## src/core/rhsfp_pkg.sv

```systemverilog
// shared constants and types for the reader host serial fifo port
package rhsfp_pkg;

    // register addresses on the serial link
    localparam logic [4:0] ADDR_IRQ_STATUS = 5'h0c;
    localparam logic [4:0] ADDR_IRQ_MASK = 5'h0d;
    localparam logic [4:0] ADDR_FIFO_STATUS = 5'h1c;
    localparam logic [4:0] ADDR_TX_LEN_HI = 5'h1d;
    localparam logic [4:0] ADDR_TX_LEN_LO = 5'h1e;
    localparam logic [4:0] ADDR_FIFO_DATA = 5'h1f;

    // command code that empties the fifo
    localparam logic [4:0] CMD_FIFO_RESET = 5'h0f;

    // first-word field positions
    localparam int WORD_CMD_BIT = 7;
    localparam int WORD_READ_BIT = 6;
    localparam int WORD_CONT_BIT = 5;
    localparam int BYTE_BITS = 8;

    // status bit positions
    localparam int IRQ_TX_BIT = 7;
    localparam int FIFO_OVF_BIT = 4;
    localparam int FIFO_LO_BIT = 5;
    localparam int FIFO_HI_BIT = 6;

    // reset value of every register
    localparam logic [7:0] REG_RESET = 8'h00;

    // strap codes, ordered {io2, io1, io0}
    localparam logic [2:0] STRAP_SPI_SS = 3'h6;
    localparam logic [2:0] STRAP_SPI_NOSS = 3'h4;

    // fifo geometry and thresholds
    localparam int FIFO_DEPTH = 12;
    localparam logic [3:0] FIFO_LO_LEVEL = 4'h3;
    localparam logic [3:0] FIFO_HI_LEVEL = 4'h9;
    localparam logic [12:0] SHORT_FRAME_MAX = 13'h0004;

    // pins from outside the clock domain
    typedef struct packed {
        logic [2:0] strap;
        logic sclk;
        logic mosi;
        logic ssn;
    } rhsfp_pins_t;

    typedef enum logic [2:0] {
        MODE_PAR = 3'h1,
        MODE_SPI_SS = 3'h2,
        MODE_SPI_NOSS = 3'h4
    } rhsfp_mode_t;

    typedef enum logic [3:0] {
        ST_WORD = 4'h1,
        ST_WDATA = 4'h2,
        ST_RDATA = 4'h4,
        ST_CMD = 4'h8
    } rhsfp_state_t;

endpackage

```

## src/core/rhsfp_sync.sv

```systemverilog
// two-flop synchroniser for pins from outside the clock domain
`timescale 1ns/100ps
module rhsfp_sync #(
    parameter int WIDTH = 1
) (
    input wire logic i_clk,
    input wire logic [WIDTH-1:0] i_d,
    output logic [WIDTH-1:0] o_q
);
    logic [WIDTH-1:0] meta_q;
    logic [WIDTH-1:0] meta_d;
    logic [WIDTH-1:0] sync_d;

    // the first stage feeds only the second
    always_comb begin
        meta_d = i_d;
        sync_d = meta_q;
    end

    always_ff @(posedge i_clk) begin
        meta_q <= meta_d;
        o_q <= sync_d;
    end
endmodule // rhsfp_sync

```

## src/core/rhsfp_top.sv

```systemverilog
// reader host serial port: spi front end, registers and transmit fifo
`timescale 1ns/100ps
module rhsfp_top #(
    parameter int FIFO_DEPTH = rhsfp_pkg::FIFO_DEPTH
) (
    input wire logic i_clk,
    input wire logic i_resetn,
    input wire logic [2:0] i_strap,
    input wire logic i_sclk,
    input wire logic i_mosi,
    input wire logic i_ssn,
    output logic o_miso,
    output logic o_miso_oe,
    output logic o_irq,
    input wire logic i_tx_ready,
    output logic o_tx_valid,
    output logic [7:0] o_tx_data,
    output logic o_tx_last,
    output rhsfp_pkg::rhsfp_mode_t o_mode
);
    localparam logic [3:0] DEPTH4 = 4'(FIFO_DEPTH);

    // the counter field and the high level need 10..15 entries
    if (FIFO_DEPTH < 10 || FIFO_DEPTH > 15) begin : g_bad_depth
        $error("fifo depth must lie between 10 and 15");
    end

    // reset release through two flops
    logic [1:0] rst_sync_q;
    logic rst_n;
    always_ff @(posedge i_clk or negedge i_resetn) begin
        if (!i_resetn) begin
            rst_sync_q <= 2'h0;
        end else begin
            rst_sync_q <= {rst_sync_q[0], 1'b1};
        end
    end
    assign rst_n = rst_sync_q[1];

    rhsfp_pkg::rhsfp_pins_t pins_raw;
    rhsfp_pkg::rhsfp_pins_t pins_s;
    assign pins_raw = '{strap: i_strap, sclk: i_sclk, mosi: i_mosi,
                        ssn: i_ssn};

    rhsfp_sync #(
        .WIDTH($bits(rhsfp_pkg::rhsfp_pins_t))
    ) u_sync (
        .i_clk(i_clk),
        .i_d(pins_raw),
        .o_q(pins_s)
    );

    // serial front end state
    rhsfp_pkg::rhsfp_mode_t mode_q, mode_d;
    rhsfp_pkg::rhsfp_state_t state_q, state_d;
    logic strap_done_q, strap_done_d;
    logic sclk_prev_q, sclk_prev_d, mosi_prev_q, mosi_prev_d;
    logic active_q, active_d, cont_q, cont_d;
    logic [2:0] bitcnt_q, bitcnt_d;
    logic [7:0] shin_q, shin_d, shout_q, shout_d;
    logic [4:0] addr_q, addr_d, rd_addr;
    logic [7:0] byte_in, rd_data;
    logic sclk_rise, start_cond, stop_cond, link_on, link_reset;
    logic ss_mode, noss_mode;
    logic byte_done, wr_stb, rd_stb, cmd_stb;

    assign ss_mode = (mode_q == rhsfp_pkg::MODE_SPI_SS);
    assign noss_mode = (mode_q == rhsfp_pkg::MODE_SPI_NOSS);
    assign sclk_rise = pins_s.sclk & ~sclk_prev_q;
    // data edges while clock stays high delimit frames
    assign start_cond = pins_s.sclk & sclk_prev_q & pins_s.mosi & ~mosi_prev_q;
    assign stop_cond = pins_s.sclk & sclk_prev_q & ~pins_s.mosi & mosi_prev_q;
    assign link_on = ss_mode ? ~pins_s.ssn : active_q;
    assign link_reset = (mode_q == rhsfp_pkg::MODE_PAR)
        | (ss_mode & pins_s.ssn)
        | (noss_mode & (start_cond | stop_cond));
    assign byte_in = {shin_q[6:0], pins_s.mosi};
    assign rd_addr = (state_q == rhsfp_pkg::ST_WORD) ? byte_in[4:0]
                                                     : addr_q + 5'h01;

    // strap capture, bit shifting and word decoding
    always_comb begin
        mode_d = mode_q;
        strap_done_d = 1'b1;
        sclk_prev_d = pins_s.sclk;
        mosi_prev_d = pins_s.mosi;
        state_d = state_q;
        active_d = active_q;
        cont_d = cont_q;
        bitcnt_d = bitcnt_q;
        shin_d = shin_q;
        shout_d = shout_q;
        addr_d = addr_q;
        byte_done = 1'b0;
        wr_stb = 1'b0;
        rd_stb = 1'b0;
        cmd_stb = 1'b0;
        if (!strap_done_q) begin
            case (pins_s.strap)
                rhsfp_pkg::STRAP_SPI_SS: mode_d = rhsfp_pkg::MODE_SPI_SS;
                rhsfp_pkg::STRAP_SPI_NOSS: mode_d = rhsfp_pkg::MODE_SPI_NOSS;
                // other unequal codes still pick a serial variant
                default: mode_d = (&pins_s.strap || ~|pins_s.strap)
                    ? rhsfp_pkg::MODE_PAR : pins_s.strap[1]
                    ? rhsfp_pkg::MODE_SPI_SS : rhsfp_pkg::MODE_SPI_NOSS;
            endcase
        end
        if (link_reset) begin
            active_d = noss_mode & start_cond;
            bitcnt_d = 3'h0;
            state_d = rhsfp_pkg::ST_WORD;
            shout_d = 8'h00;
        end else if (link_on && sclk_rise) begin
            shin_d = byte_in;
            bitcnt_d = bitcnt_q + 3'h1;
            shout_d = {shout_q[6:0], 1'b0};
            if (bitcnt_q == 3'h7) begin
                byte_done = 1'b1;
                case (state_q)
                    rhsfp_pkg::ST_WORD: begin
                        if (byte_in[rhsfp_pkg::WORD_CMD_BIT]) begin
                            cmd_stb = 1'b1;
                            state_d = rhsfp_pkg::ST_CMD;
                        end else begin
                            addr_d = byte_in[4:0];
                            cont_d = byte_in[rhsfp_pkg::WORD_CONT_BIT];
                            if (byte_in[rhsfp_pkg::WORD_READ_BIT]) begin
                                rd_stb = 1'b1;
                                shout_d = rd_data;
                                state_d = rhsfp_pkg::ST_RDATA;
                            end else begin
                                state_d = rhsfp_pkg::ST_WDATA;
                            end
                        end
                    end
                    rhsfp_pkg::ST_WDATA: begin
                        wr_stb = 1'b1;
                        if (cont_q) begin
                            // a burst stays on the fifo once it gets there
                            if (addr_q != rhsfp_pkg::ADDR_FIFO_DATA) begin
                                addr_d = addr_q + 5'h01;
                            end
                        end else begin
                            state_d = rhsfp_pkg::ST_WORD;
                        end
                    end
                    rhsfp_pkg::ST_RDATA: begin
                        if (cont_q) begin
                            rd_stb = 1'b1;
                            addr_d = addr_q + 5'h01;
                            shout_d = rd_data;
                        end else begin
                            state_d = rhsfp_pkg::ST_WORD;
                        end
                    end
                    rhsfp_pkg::ST_CMD: state_d = rhsfp_pkg::ST_CMD;
                    default: state_d = rhsfp_pkg::ST_WORD;
                endcase
            end
        end
    end

    always_ff @(posedge i_clk or negedge rst_n) begin
        if (!rst_n) begin
            mode_q <= rhsfp_pkg::MODE_PAR;
            strap_done_q <= 1'b0;
            sclk_prev_q <= 1'b0;
            mosi_prev_q <= 1'b0;
            state_q <= rhsfp_pkg::ST_WORD;
            active_q <= 1'b0;
            cont_q <= 1'b0;
            bitcnt_q <= 3'h0;
            shin_q <= 8'h00;
            shout_q <= 8'h00;
            addr_q <= 5'h00;
        end else begin
            mode_q <= mode_d;
            strap_done_q <= strap_done_d;
            sclk_prev_q <= sclk_prev_d;
            mosi_prev_q <= mosi_prev_d;
            state_q <= state_d;
            active_q <= active_d;
            cont_q <= cont_d;
            bitcnt_q <= bitcnt_d;
            shin_q <= shin_d;
            shout_q <= shout_d;
            addr_q <= addr_d;
        end
    end

    assign o_mode = mode_q;
    assign o_miso = shout_q[7];
    assign o_miso_oe = link_on & (state_q == rhsfp_pkg::ST_RDATA);

    // register file, fifo and transmit state
    logic [7:0] mem_q [FIFO_DEPTH];
    logic [7:0] mem_d [FIFO_DEPTH];
    logic [3:0] wptr_q, wptr_d, rptr_q, rptr_d, cnt_q, cnt_d;
    logic [7:0] irq_status_q, irq_status_d, mask_q, mask_d;
    logic [7:0] len_hi_q, len_hi_d, len_lo_q, len_lo_d, fifo_status;
    logic [12:0] sent_q, sent_d, total;
    logic [1:0] pend_q, pend_d;
    logic ovf_q, ovf_d, tx_active_q, tx_active_d, long_q, long_d;
    logic irq_req_q, irq_req_d, irq_pin_q, irq_pin_d;
    logic push, pop, irq_clr, fifo_wr, tx_fire;

    assign total = {1'b0, len_hi_q, len_lo_q[7:4]}
        + {12'h000, |len_lo_q[3:0]};
    assign o_tx_valid = tx_active_q & (cnt_q != 4'h0);
    assign o_tx_data = mem_q[rptr_q];
    assign o_tx_last = o_tx_valid & (sent_q + 13'h0001 == total);
    assign tx_fire = o_tx_valid & i_tx_ready;
    assign fifo_wr = wr_stb & (addr_q == rhsfp_pkg::ADDR_FIFO_DATA);
    assign fifo_status = {1'b0, cnt_q >= rhsfp_pkg::FIFO_HI_LEVEL,
        tx_active_q & (cnt_q <= rhsfp_pkg::FIFO_LO_LEVEL), ovf_q,
        (cnt_q == 4'h0) ? 4'h0 : cnt_q - 4'h1};
    assign o_irq = irq_pin_q;

    // read multiplexer for the serial shifter
    always_comb begin
        case (rd_addr)
            rhsfp_pkg::ADDR_IRQ_STATUS: rd_data = irq_status_q;
            rhsfp_pkg::ADDR_IRQ_MASK: rd_data = mask_q;
            rhsfp_pkg::ADDR_FIFO_STATUS: rd_data = fifo_status;
            rhsfp_pkg::ADDR_TX_LEN_HI: rd_data = len_hi_q;
            rhsfp_pkg::ADDR_TX_LEN_LO: rd_data = len_lo_q;
            rhsfp_pkg::ADDR_FIFO_DATA: rd_data = mem_q[rptr_q];
            default: rd_data = 8'h00;
        endcase
    end

    // next values of registers, fifo and transmit control
    always_comb begin
        mem_d = mem_q;
        wptr_d = wptr_q;
        rptr_d = rptr_q;
        irq_status_d = irq_status_q;
        mask_d = mask_q;
        len_hi_d = len_hi_q;
        len_lo_d = len_lo_q;
        sent_d = sent_q;
        ovf_d = ovf_q;
        tx_active_d = tx_active_q;
        long_d = long_q;
        irq_req_d = irq_req_q;
        push = fifo_wr & (cnt_q != DEPTH4);
        pop = tx_fire;
        irq_clr = byte_done & (pend_q == 2'h2);
        pend_d = pend_q;
        if (link_reset) begin
            pend_d = 2'h0;
        end else if (rd_stb && rd_addr == rhsfp_pkg::ADDR_IRQ_STATUS) begin
            pend_d = 2'h1;
        end else if (byte_done && pend_q != 2'h0) begin
            pend_d = (pend_q == 2'h1) ? 2'h2 : 2'h0;
        end
        if (irq_clr) begin
            irq_status_d = 8'h00;
            irq_req_d = 1'b0;
        end
        if (wr_stb) begin
            case (addr_q)
                rhsfp_pkg::ADDR_IRQ_MASK: mask_d = byte_in;
                rhsfp_pkg::ADDR_TX_LEN_HI: len_hi_d = byte_in;
                rhsfp_pkg::ADDR_TX_LEN_LO: len_lo_d = byte_in;
                default: mask_d = mask_q;
            endcase
        end
        if (fifo_wr && !push) begin
            ovf_d = 1'b1;
        end
        if (push) begin
            mem_d[wptr_q] = byte_in;
            wptr_d = (wptr_q == DEPTH4 - 4'h1) ? 4'h0 : wptr_q + 4'h1;
        end
        if (pop) begin
            rptr_d = (rptr_q == DEPTH4 - 4'h1) ? 4'h0 : rptr_q + 4'h1;
            sent_d = sent_q + 13'h0001;
        end
        cnt_d = cnt_q + {3'h0, push} - {3'h0, pop};
        if (push && !tx_active_q && total != 13'h0000) begin
            tx_active_d = 1'b1;
            sent_d = 13'h0000;
            long_d = total > rhsfp_pkg::SHORT_FRAME_MAX;
            irq_status_d[rhsfp_pkg::IRQ_TX_BIT] = 1'b1;
        end
        if (pop && long_q && cnt_q == rhsfp_pkg::FIFO_LO_LEVEL + 4'h1) begin
            irq_req_d = 1'b1;
        end
        if (pop && o_tx_last) begin
            tx_active_d = 1'b0;
            irq_status_d[rhsfp_pkg::IRQ_TX_BIT] = 1'b1;
            irq_req_d = 1'b1;
        end
        if (cmd_stb && byte_in[4:0] == rhsfp_pkg::CMD_FIFO_RESET) begin
            wptr_d = 4'h0;
            rptr_d = 4'h0;
            cnt_d = 4'h0;
            ovf_d = 1'b0;
            tx_active_d = 1'b0;
        end
        irq_pin_d = irq_req_d | (tx_active_d & long_d
            & (cnt_d < rhsfp_pkg::FIFO_LO_LEVEL
               | cnt_d > rhsfp_pkg::FIFO_HI_LEVEL));
    end

    always_ff @(posedge i_clk or negedge rst_n) begin
        if (!rst_n) begin
            mem_q <= '{default: rhsfp_pkg::REG_RESET};
            wptr_q <= 4'h0;
            rptr_q <= 4'h0;
            cnt_q <= 4'h0;
            irq_status_q <= rhsfp_pkg::REG_RESET;
            mask_q <= rhsfp_pkg::REG_RESET;
            len_hi_q <= rhsfp_pkg::REG_RESET;
            len_lo_q <= rhsfp_pkg::REG_RESET;
            sent_q <= 13'h0000;
            pend_q <= 2'h0;
            ovf_q <= 1'b0;
            tx_active_q <= 1'b0;
            long_q <= 1'b0;
            irq_req_q <= 1'b0;
            irq_pin_q <= 1'b0;
        end else begin
            mem_q <= mem_d;
            wptr_q <= wptr_d;
            rptr_q <= rptr_d;
            cnt_q <= cnt_d;
            irq_status_q <= irq_status_d;
            mask_q <= mask_d;
            len_hi_q <= len_hi_d;
            len_lo_q <= len_lo_d;
            sent_q <= sent_d;
            pend_q <= pend_d;
            ovf_q <= ovf_d;
            tx_active_q <= tx_active_d;
            long_q <= long_d;
            irq_req_q <= irq_req_d;
            irq_pin_q <= irq_pin_d;
        end
    end
endmodule // rhsfp_top

```

## config.mk

```make
export PLATFORM = sky130hd
export DESIGN_NAME = rhsfp_top
export DESIGN_NICKNAME = d
export VERILOG_FILES = /design/src/core/rhsfp_pkg.sv /design/src/core/rhsfp_sync.sv /design/src/core/rhsfp_top.sv
export SDC_FILE = /design/constraint.sdc
export NUM_CORES = 1
export LEC_CHECK = 0
export ABC_AREA = 1
export BUFFER_PORTS_ARGS = -buffer_cell sky130_fd_sc_hd__buf_2
export CORE_ASPECT_RATIO = 0.5
export CORE_UTILIZATION = 50
export DETAILED_ROUTE_END_ITERATION = 10
export GPL_TIMING_DRIVEN = 0
export PLACE_DENSITY = 0.74
export SKIP_LAST_GASP = 1
export SLEW_MARGIN = 0
export SYNTH_ARGS = -nofsm -noshare
export SYNTH_HDL_FRONTEND = slang
export SYNTH_HIERARCHICAL = 1
export SYNTH_SLANG_ARGS = --single-unit
```

## constraint.sdc

```tcl
create_clock -name i_clk -period 8 [get_ports i_clk]
set_clock_uncertainty 0.2 [all_clocks]
set_input_delay 1.6 -clock i_clk [delete_from_list [all_inputs] [get_ports i_clk]]
set_output_delay 1.6 -clock i_clk [all_outputs]
set_load 0.05 [all_outputs]
```

==> results_dict.tcl, run 1 <==
set metrics [dict create \
    status "finished clean" \
    via_per_inst 5.57 \
    final_nets 1439 \
    drcViolationCount 0 \
    fillers 1844 \
    drive_above_1_share_pct 8.39 \
    path_buf_inv 1 \
    worstPathCellList "or4_1 -> ha_1 -> ha_1 -> nand2_1 -> nor2_1 -> nand2_1 -> nand2_1 -> nand2_1 -> nand2_1 -> nand2_1 -> nand3_1 -> nor3_1 -> and3_1 -> buf_2" \
    mostFrequentLayoutCells "nand2_1, dfrtp_1, inv_1" \
    drtIter0Drc 1078 \
    clk_pin_slew_ps 70 \
    irDropWorstVdd_mv 0.0936 \
    crit_required_ps 6200 \
    grt_max_degree 58 \
    tritoncts "done" \
    gp_congestion 0.935 \
    wire_per_inst_um 17.1 \
    crit_arrival_ps 3330 \
    fmax_mhz 195 \
    antenna_found_initial 0 \
    synth-edff-count 0 \
    crit_family "simple AND/OR/NAND/NOR gates" \
    cts_buffers 20 \
    dieArea_mm2 0.0217 \
    core_mm2 0.0206 \
    critical_path_class "reg2out" \
    die_h_um 105 \
    crit_top_cell "nand2_1" \
    reg2reg_from "cnt_q[0]$_DFF_PN0_" \
    grt_usage_pct 27.2 \
    start_util_pct 51.1 \
    combPwrFrac_pct 8.2 \
    drv_cap 0 \
    ys_types 49 \
    swShare_pct 27.2 \
    htreeDepth 1 \
    ys_seq_area_share_pct 47.5 \
    syn_area_per_cell_um2 7.76 \
    synth_warnings 6 \
    rsz0062_at_grt "false" \
    ant_nets 0 \
    critical_path.max_stage_delay_ps 550 \
    ios 25 \
    grt_pass1_wl_um 46500 \
    fin_crit_ps 5130 \
    finalPower_w 0.00213 \
    cts.path.max_buffers 3 \
    maxSlewHeadroom_pct 39.3 \
    wirelength_um 29000 \
    insertion_delay_ps 520 \
    powerDensity_mw_per_mm2 182 \
    hpwl_um 20800 \
    area_growth_pct 11.2 \
    start_kind "register" \
    syn_inst 1355 \
    clockPowerShare_pct 42.8 \
    antenna_cells 0 \
    crit_start "len_lo_q[1]$_DFFE_PN0P_" \
    cp_slowest_cell "or4_1" \
    die_x_um 207 \
    seqPwrFrac_pct 49.0 \
    p_int_w 0.00155 \
    clock-root-buffer "clkbuf_16" \
    maxSlewViolCount 0 \
    first_global_vias 8848 \
    clock_sinks 202 \
    fin_crit_sh_pct 64.2 \
    postCtsHoldBufs 0 \
    portBuffers 24 \
    layout.area.seq_mm2 0.00500 \
    final_hold_viol_count 0 \
    worst_pin_slew_ps 911 \
    cp-end-kind "output pin" \
    crit_fanout 6 \
    holdCritPathClass "reg2async" \
    async_flop_share_pct 94.1 \
    power_leakage_nw 5.66 \
    dr.pass1.iters 5 \
    layout_commonest_cell "nand2_1" \
    timing.setup.tns_ps 0 \
    rows 37 \
    cts_resized 0 \
    power.switching_w 0.000580 \
    finalSetupViolations 0 \
    cts_setup_buffers 0 \
    multi_input_area_mm2 0.00462 \
    synth_area_mm2 0.0105 \
    vias 9427 \
    grt-ovfl-total 0 \
    ys_seq_elements 202 \
    synthFlopType "dfrtp_1" \
]
## state kept, by name, indices dropped and copies added (netlist names), 3 cells and up
name	cells
addr_q	5
bitcnt_q	3
cnt_q	4
len_hi_q	8
len_lo_q	8
mask_q	8
mem_q	96
o_mode	3
rptr_q	4
sent_q	13
shin_q	7
shout_q	8
state_q	4
u_sync/meta_q	6
u_sync/o_q	6
wptr_q	4
## cells in the mapped netlist (4+ instances only)
library cell | count | share of area [%]
nand4_1 | 27 | 1.6
buf_6 | 4 | 0.43
dfxtp_1 | 12 | 2.3
nor3_1 | 8 | 0.38
inv_2 | 9 | 0.32
nor2_2 | 5 | 0.30
xor2_1 | 6 | 0.50
nand3_1 | 73 | 3.5
o21ai_0 | 158 | 7.5
nor2_1 | 88 | 3.1
nand2_1 | 341 | 12
buf_1 | 4 | 0.14
inv_1 | 165 | 5.9
o21ai_1 | 33 | 1.6
buf_2 | 9 | 0.43
o22ai_1 | 17 | 1.0
dfrtp_1 | 188 | 45
a21oi_1 | 89 | 4.2
clkbuf_1 | 35 | 1.2
nor3_4 | 8 | 1.2
ha_1 | 24 | 2.9
nor3_2 | 7 | 0.67
## final cells by class
class	instances	share of cell area, %
Clock buffer	24	4.58
Buffer	53	2.09
Timing Repair Buffer	27	1.73
Clock inverter	12	0.781
Multi-Input combinational cell	924	39.5
Sequential cell	202	42.7
Inverter	177	5.68
Tap cell	273	2.92
## logic make-up (layout without fill, tap and decap cells)
logic type | after synthesis | count (layout) | synth area share (%)
AOI/OAI and AO/OA | 315 | 315 | 15.7
xor gates and xnor gates | 8 | 8 | 0.666
adders and majority gates | 25 | 25 | 3.04
buffers and inverters | 230 | 293 | 8.63
DFF | 202 | 202 | 47.5
other | 1 | 2 | 0.0356
and+or+nand+nor | 574 | 574 | 24.4
## worst reg2reg max path, stage by stage, from the launching register on
cell     delay (ps)
dfrtp_1         430
nor2_1          370
nand2_1         170
nand2_1         150
inv_1            60
nand2_1         360
inv_2           240
ha_1            340
inv_1            40
ha_1            200
fa_1            380
xnor2_1         240
o21ai_0         120
nand2_1          80
nand2_1          60
nand3_1          80
nand2_1          60
## worst paths after layout
kind | to | depth (start not counted) | slack (ps)
min in group i_clk | u_sync/o_q[3]$_DFF_P_ | 0 | 130
worst min-delay path | mem_q[90]$_DFFE_PN0P_ | 0 | 90
max in group asynchronous | cnt_q[3]$_DFF_PN0_ | 3 | 6260
worst min register to register | mem_q[90]$_DFFE_PN0P_ | 0 | 90
worst max register to register | o_irq$_DFF_PN0_ | 16 | 4330
worst max-delay path | o_tx_last | 14 | 2870
## per-layer routing
metal	wire length (um)	GRT usage, %
met1	13100	39.0
met3	2060	3.70
met5	0	0
met2	13000	43.6
met4	768	7.57
## power groups by stage
stage	registers, W	clock network (W)	logic (W)
global placement	0.00108	0	0.000148
detailed placement	0.00107	0	0.000169
CTS	0.00105	0.000925	0.000171
global route	0.00105	0.000963	0.000184
finish	0.00105	0.000913	0.000175
floorplan	0.00108	0	0.0000768
## metrics by stage
step	cell area (um^2)	hold WS [ps]	instances	setup slack (ps)	utilization, %
2_1_floorplan	10500	110	1356	2120	-
3_3_place_gp	11000	110	1653	4.04	53.3
3_5_place_dp	11100	104	1656	3410	53.8
4_1_cts	11700	111	1692	2860	56.8
5_1_grt	11700	134	1692	2570	56.8
6_report	11700	90.0	1692	2870	56.8
(Power assumes the default switching activity.)
==> inputs of run 2 (changes only) <==
==> constraint.sdc (replaced) <==
create_clock -name i_clk -period 4.9 [get_ports i_clk]
set_clock_uncertainty 0.2 [all_clocks]
set_input_delay 0.98 -clock i_clk [delete_from_list [all_inputs] [get_ports i_clk]]
set_output_delay 0.98 -clock i_clk [all_outputs]
set_load 0.05 [all_outputs]
==> run 2 against run 1 <==
Net effect:
- sequential share of layout area shrank 0.20 points
- power grew 69%
- sequential power grew 63%
- clock-buffer cell count grew 3
- cell area grew 0.46%
- register-to-register slack lost 3100 ps
- first-iteration DRC count shrank 16%
- setup slack lost 2500 ps
- routed wire length grew 1.7%
- non-clock buffer count is the same
- hold slack lost 61 ps
- combinational power grew 62%
==> results_dict.tcl, run 2 (synthesized netlist as in run 1, its figures left out) <==
set metrics [dict create \
    status "finished clean" \
    r2r_setup_slack_ps 1230 \
    fin_crit_sh_pct 92.1 \
    fin_util_pct 57.1 \
    start_util_pct 51.1 \
    drcViolationCount 0 \
    antenna_cells 0 \
    crit_required_ps 3720 \
    rows 37 \
    die_h_um 105 \
    cp-end-kind "output pin" \
    grt_pass1_wl_um 46900 \
    worstPathCellList "or4_1 -> ha_1 -> ha_1 -> nand2_1 -> nor2_1 -> nand2_1 -> nand2_1 -> nand2_1 -> nand2_1 -> nand2_1 -> nand3_1 -> nor3_1 -> and3_1 -> buf_2" \
    drive_above_1_share_pct 8.32 \
    portBuffers 24 \
    grtUsageMet3_pct 4.33 \
    cp_slowest_cell "or4_1" \
    final_hold_viol_count 0 \
    crit_top_cell "nand2_1" \
    area_growth_pct 11.7 \
    place_ws_ps 933 \
    die_x_um 207 \
    cts_resized 0 \
    wire_per_inst_um 17.4 \
    final_nets 1439 \
    drv_cap 0 \
    critical_path.max_stage_delay_ps 550 \
    maxSlewViolCount 0 \
    ios 25 \
    dieArea_mm2 0.0217 \
    maxSlewHeadroom_pct 39.4 \
    fin_crit_ps 4510 \
    grt_max_degree 66 \
    clock-root-buffer "clkbuf_16" \
    htreeDepth 1 \
    grt-ovfl-total 0 \
    core_mm2 0.0206 \
    cts_buffers 20 \
    irDropWorstVdd_mv 0.188 \
    dp.cells 1656 \
    finalSetupViolations 0 \
    insertion_delay_ps 530 \
    ant_nets 0 \
    first_global_vias 9039 \
    top_register "mem_q" \
    clk_pin_slew_ps 70 \
    via_per_inst 5.60 \
    tritoncts "done" \
    dr.pass1.iters 5 \
    final_cells 1692 \
    vias 9474 \
    grt.busiest_layer "met2" \
    fmax_mhz 222 \
    rsz0062_at_grt "false" \
    layout_commonest_cell "nand2_1" \
    power_leakage_nw 5.69 \
    wirelength_um 29500 \
    worst_pin_slew_ps 909 \
    finalPower_w 0.00360 \
    critical_path_class "reg2out" \
    clock_sinks 202 \
    setup_slack_ps 387 \
    grt_usage_pct 27.7 \
    crit_fanout 6 \
    timing.setup.tns_ps 0 \
    postCtsHoldBufs 0 \
    gp_congestion 0.930 \
    cts_setup_buffers 0 \
    cts.path.max_buffers 3 \
    top_regs "mem_q (96), sent_q (13)" \
    powerDensity_mw_per_mm2 306 \
    hpwl_um 21200 \
    start_kind "register" \
    grt_use_met2_pct 44.8 \
    holdCritPathClass "in2async" \
    crit_arrival_ps 3330 \
    mostFrequentLayoutCells "nand2_1, dfrtp_1, inv_1" \
    largest_reg_flops 96 \
    drtIter0Drc 904 \
    antenna_found_initial 0 \
    grt_use_met1_pct 38.5 \
]
-- run 2: cell types whose count changed in the layout (fill, tap and decap cells not counted), sizes merged --
cell and change:
bufinv +2, clkbuf +3, clkinv -4, clkinvlp -1
-- run 2: per-stage QoR --
stage / instance area, um^2 / hold slack [ps]
2_1_floorplan: 10500 / 110
3_3_place_gp: 11000 / 110
3_5_place_dp: 11100 / 94.4
4_1_cts: 11800 / 19.4
5_1_grt: 11800 / 22.4
6_report: 11800 / 29.1
-- run 2: worst max-delay path, delay by kind of cell, from the launching register on --
| family | cells | cell delay (ps) |
|---|---|---|
| and+or+nand+nor | 11 | 1620 |
| adders and majority gates | 2 | 530 |
| buffers and inverters | 1 | 260 |
| DFF | 1 | 390 |
-- run 2: path summary, 6_finish.rpt --
check | endpoint | startpoint | depth (start not counted)
worst max-delay path | o_tx_last | len_lo_q[1]$_DFFE_PN0P_ | 14
worst min-delay path | rst_sync_q[1]$_DFF_PN0_ | i_resetn | 1
worst max register to register | o_irq$_DFF_PN0_ | cnt_q[0]$_DFF_PN0_ | 16
worst min register to register | mem_q[90]$_DFFE_PN0P_ | rst_sync_q[1]$_DFF_PN0_ | 0
max in group asynchronous | sent_q[2]$_DFFE_PN0P_ | rst_sync_q[1]$_DFF_PN0_ | 2
min in group i_clk | u_sync/o_q[1]$_DFF_P_ | u_sync/meta_q[1]$_DFF_P_ | 0
-- run 2: layout make-up --
class | count | area [um^2]
Buffer | 53 | 244
Clock buffer | 27 | 567
Clock inverter | 9 | 114
Fill cell | 1880 | 8850
Inverter | 177 | 664
Multi-Input combinational cell | 924 | 4620
Sequential cell | 202 | 5000
Tap cell | 273 | 342
Timing Repair Buffer | 27 | 203
-- run 2: metal layers --
metal	share of wire [%]	wire length, um
met5	0	0
met4	3.0	871
met3	7.2	2140
met2	46	13500
met1	44	13000
-- run 2: power breakdown --
| group | switching [W] | internal, W |
|---|---|---|
| clock network | 0.000685 | 0.000926 |
| logic | 0.000234 | 0.0000486 |
| registers | 0.0000159 | 0.00169 |
| total | 0.000935 | 0.00267 |
==> inputs of run 3 (changes only) <==
--- a/config.mk
+++ b/config.mk
@@ -16,5 +16,4 @@
 export SLEW_MARGIN = 0
 export SYNTH_ARGS = -nofsm -noshare
 export SYNTH_HDL_FRONTEND = slang
-export SYNTH_HIERARCHICAL = 1
 export SYNTH_SLANG_ARGS = --single-unit
==> run 3 against run 2 <==
Net effect:
- sequential power is essentially flat
- hold slack gained 24 ps
- die area grew 1.0%
- area after synthesis grew 1.1%
- setup slack lost 130 ps
- cell count shrank 1.5%
- cell area grew 0.63%
- first-iteration DRC count shrank 3.9%
- via count shrank 0.99%
- utilization grew 0.10 points
- routed wire length shrank 3.4%
- critical path type unchanged
==> results_dict.tcl, run 3 <==
set metrics [dict create \
    cts_setup_buffers 0 \
    grt_usage_pct 27.1 \
    place_ws_ps 715 \
    wirelength_um 28500 \
    layout_commonest_cell "nand2_1" \
    vias 9380 \
    crit_start "len_lo_q[0]$_DFFE_PN0P_" \
    grt_max_degree 72 \
    synth_area_leader_cell "dfrtp_1" \
    cts.path.max_buffers 3 \
    crit_required_ps 3720 \
    clock-root-buffer "clkbuf_16" \
    drv_cap 0 \
    reg2reg_from "cnt_q[2]$_DFF_PN0_" \
    whs_ps 52.9 \
    timing.setup.tns_ps 0 \
    crit_top_cell "nand3_1" \
    worstSetupEndpoint "o_tx_last" \
    ys_seq_area_share_pct 47.0 \
    cts_resized 0 \
    hpwl_um 20900 \
    fillers 1873 \
    start_util_pct 51.4 \
    swShare_pct 25.6 \
    top_regs "mem_q (96), sent_q (13)" \
    area_growth_pct 11.2 \
    power_leakage_nw 5.53 \
    combPwrFrac_pct 6.8 \
    cp_slowest_cell "or4_1" \
    synth_commonest_cells "nand2_1, dfrtp_1, o21ai_0" \
    ff2ff_path_depth 18 \
    syn_area_per_cell_um2 7.99 \
    crit_cells 15 \
    critical_path.max_stage_delay_ps 550 \
    holdCritPathClass "in2async" \
    crit_family "simple AND/OR/NAND/NOR gates" \
    synth_area_leaders "dfrtp_1, nand2_1, o21ai_0, nor2_1, o21ai_1" \
    start_kind "register" \
    via_per_inst 5.63 \
    irDropWorstVdd_mv 0.172 \
    final_nets 1413 \
    clockPowerShare_pct 44.2 \
    tritoncts "done" \
    fin_util_pct 57.2 \
    maxSlewViolCount 0 \
    path_buf_inv 4 \
    synth_warnings 0 \
    reg2reg_to "o_irq$_DFF_PN0_" \
    cp-end-kind "output pin" \
    ant_nets 0 \
    worst_pin_slew_ps 868 \
    worstPathCellList "or4_1 -> ha_1 -> ha_1 -> buf_2 -> xnor2_2 -> nand2b_1 -> nand2_1 -> inv_1 -> nand3_1 -> nor2_1 -> nand3_1 -> nor2_1 -> nand3_1 -> inv_1 -> buf_2" \
    insertion_delay_ps 500 \
    critical_path_class "reg2out" \
    power.switching_w 0.000902 \
    final_hold_viol_count 0 \
    setup_slack_ps 259 \
    first_global_vias 9041 \
    postCtsHoldBufs 0 \
    ios 25 \
    core_mm2 0.0207 \
    die_x_um 208 \
    clock_sinks 202 \
    synthFlopType "dfrtp_1" \
    grt_pass1_wl_um 47400 \
    largest_reg_flops 96 \
    p_int_w 0.00261 \
    synth-edff-count 0 \
    drcViolationCount 0 \
    seqPwrFrac_pct 49.0 \
    top_register "mem_q" \
    dieArea_mm2 0.0219 \
    post-synth-top-area-fraction_pct 44.2 \
    status "finished clean" \
    synth.most_common_cell "nand2_1" \
    portBuffers 24 \
    grt-ovfl-total 0 \
    async_flop_share_pct 94.1 \
    drtIter0Drc 869 \
    rsz0062_at_grt "false" \
    powerDensity_mw_per_mm2 297 \
    antenna_cells 0 \
    htreeDepth 1 \
    ys_types 51 \
    crit_arrival_ps 3460 \
    drive_above_1_share_pct 11.1 \
    clk_pin_slew_ps 70 \
    mostFrequentLayoutCells "nand2_1, dfrtp_1, o21ai_0" \
    gp_congestion 0.897 \
    fin_crit_sh_pct 94.7 \
    wire_per_inst_um 17.1 \
    crit_fanout 9 \
    die_h_um 105 \
    rows 37 \
    finalSetupViolations 0 \
    syn_inst 1330 \
    ys_seq_elements 202 \
    synth_area_mm2 0.0106 \
    fmax_mhz 215 \
    dr.pass1.iters 5 \
    r2r_setup_slack_ps 1350 \
    antenna_found_initial 0 \
    fin_crit_ps 4640 \
    cts_buffers 20 \
    maxSlewHeadroom_pct 42.1 \
]
-- run 3: power by group through the flow --
stage / sequential [W] / combinational (W) / clock [W]
floorplan: 0.00177 / 0.000134 / 0
global placement: 0.00177 / 0.000203 / 0
finish: 0.00172 / 0.000239 / 0.00156
global route: 0.00173 / 0.000260 / 0.00164
CTS: 0.00172 / 0.000240 / 0.00158
detailed placement: 0.00176 / 0.000239 / 0
-- run 3: kinds of logic after synthesis --
logic type	count (synthesis)	share of synthesized area (%)
adders and majority gates	25	3.01
buffers and inverters	167	6.97
other	1	0.0353
DFF	202	47.0
AOI/OAI and AO/OA	291	15.4
and+or+nand+nor	634	26.8
xor gates and xnor gates	10	0.824
-- run 3: per-stage QoR --
stage	cells	power (W)	area, um^2
2_1_floorplan	1331	0.00190	10600
3_3_place_gp	1628	0.00198	11100
3_5_place_dp	1630	0.00199	11200
4_1_cts	1666	0.00354	11800
5_1_grt	1666	0.00363	11800
6_report	1666	0.00352	11800
-- run 3: worst min path at each step --
stage	start	endpoint	slack, ps	cells after the start
floorplan	u_sync.meta_q[0]$_DFF_P_	u_sync.o_q[0]$_DFF_P_	110	0
global placement	u_sync.meta_q[2]$_DFF_P_	u_sync.o_q[2]$_DFF_P_	110	0
detailed placement	u_sync.meta_q[4]$_DFF_P_	u_sync.o_q[4]$_DFF_P_	110	0
CTS	i_resetn	rst_sync_q[1]$_DFF_PN0_	40	1
global route	i_resetn	rst_sync_q[1]$_DFF_PN0_	40	1
finish	i_resetn	rst_sync_q[1]$_DFF_PN0_	50	1
-- run 3: layout make-up --
type	instances	area [um^2]	area share, %
multi-input cells	962	4910	41.5
well taps	273	342	2.89
clock buffers	23	553	4.68
clock inverters	13	110	0.931
inverters	112	422	3.57
repair buffers	26	175	1.48
plain buffers	55	319	2.70
flip-flops and latches	202	5000	42.3
-- run 3: per-layer routing --
| layer | vias to the layer above | part of all wire [%] | GRT usage (%) | wire length [um] |
|---|---|---|---|---|
| li1 | 4522 | - | - | - |
| met1 | 4537 | 47 | 39.4 | 13400 |
| met2 | 270 | 45 | 42.5 | 12700 |
| met3 | 51 | 5.9 | 3.82 | 1690 |
| met4 | 0 | 2.4 | 7.41 | 672 |
| met5 | - | 0 | 0 | 0 |
-- run 3: worst reg2reg max path: stages, from the launching register on --
cell and delay, ps:
dfrtp_1 430, inv_1 190, ha_1 230, nand2_1 110, nand2_1 120, inv_1 80, nand2_1 160, inv_1 210
ha_1 340, inv_1 40, ha_1 200, fa_1 390, xor2_1 230, inv_1 80, o21ai_0 170, nand2_1 70
nand2_1 70, nand3_1 80, nand3_1 90
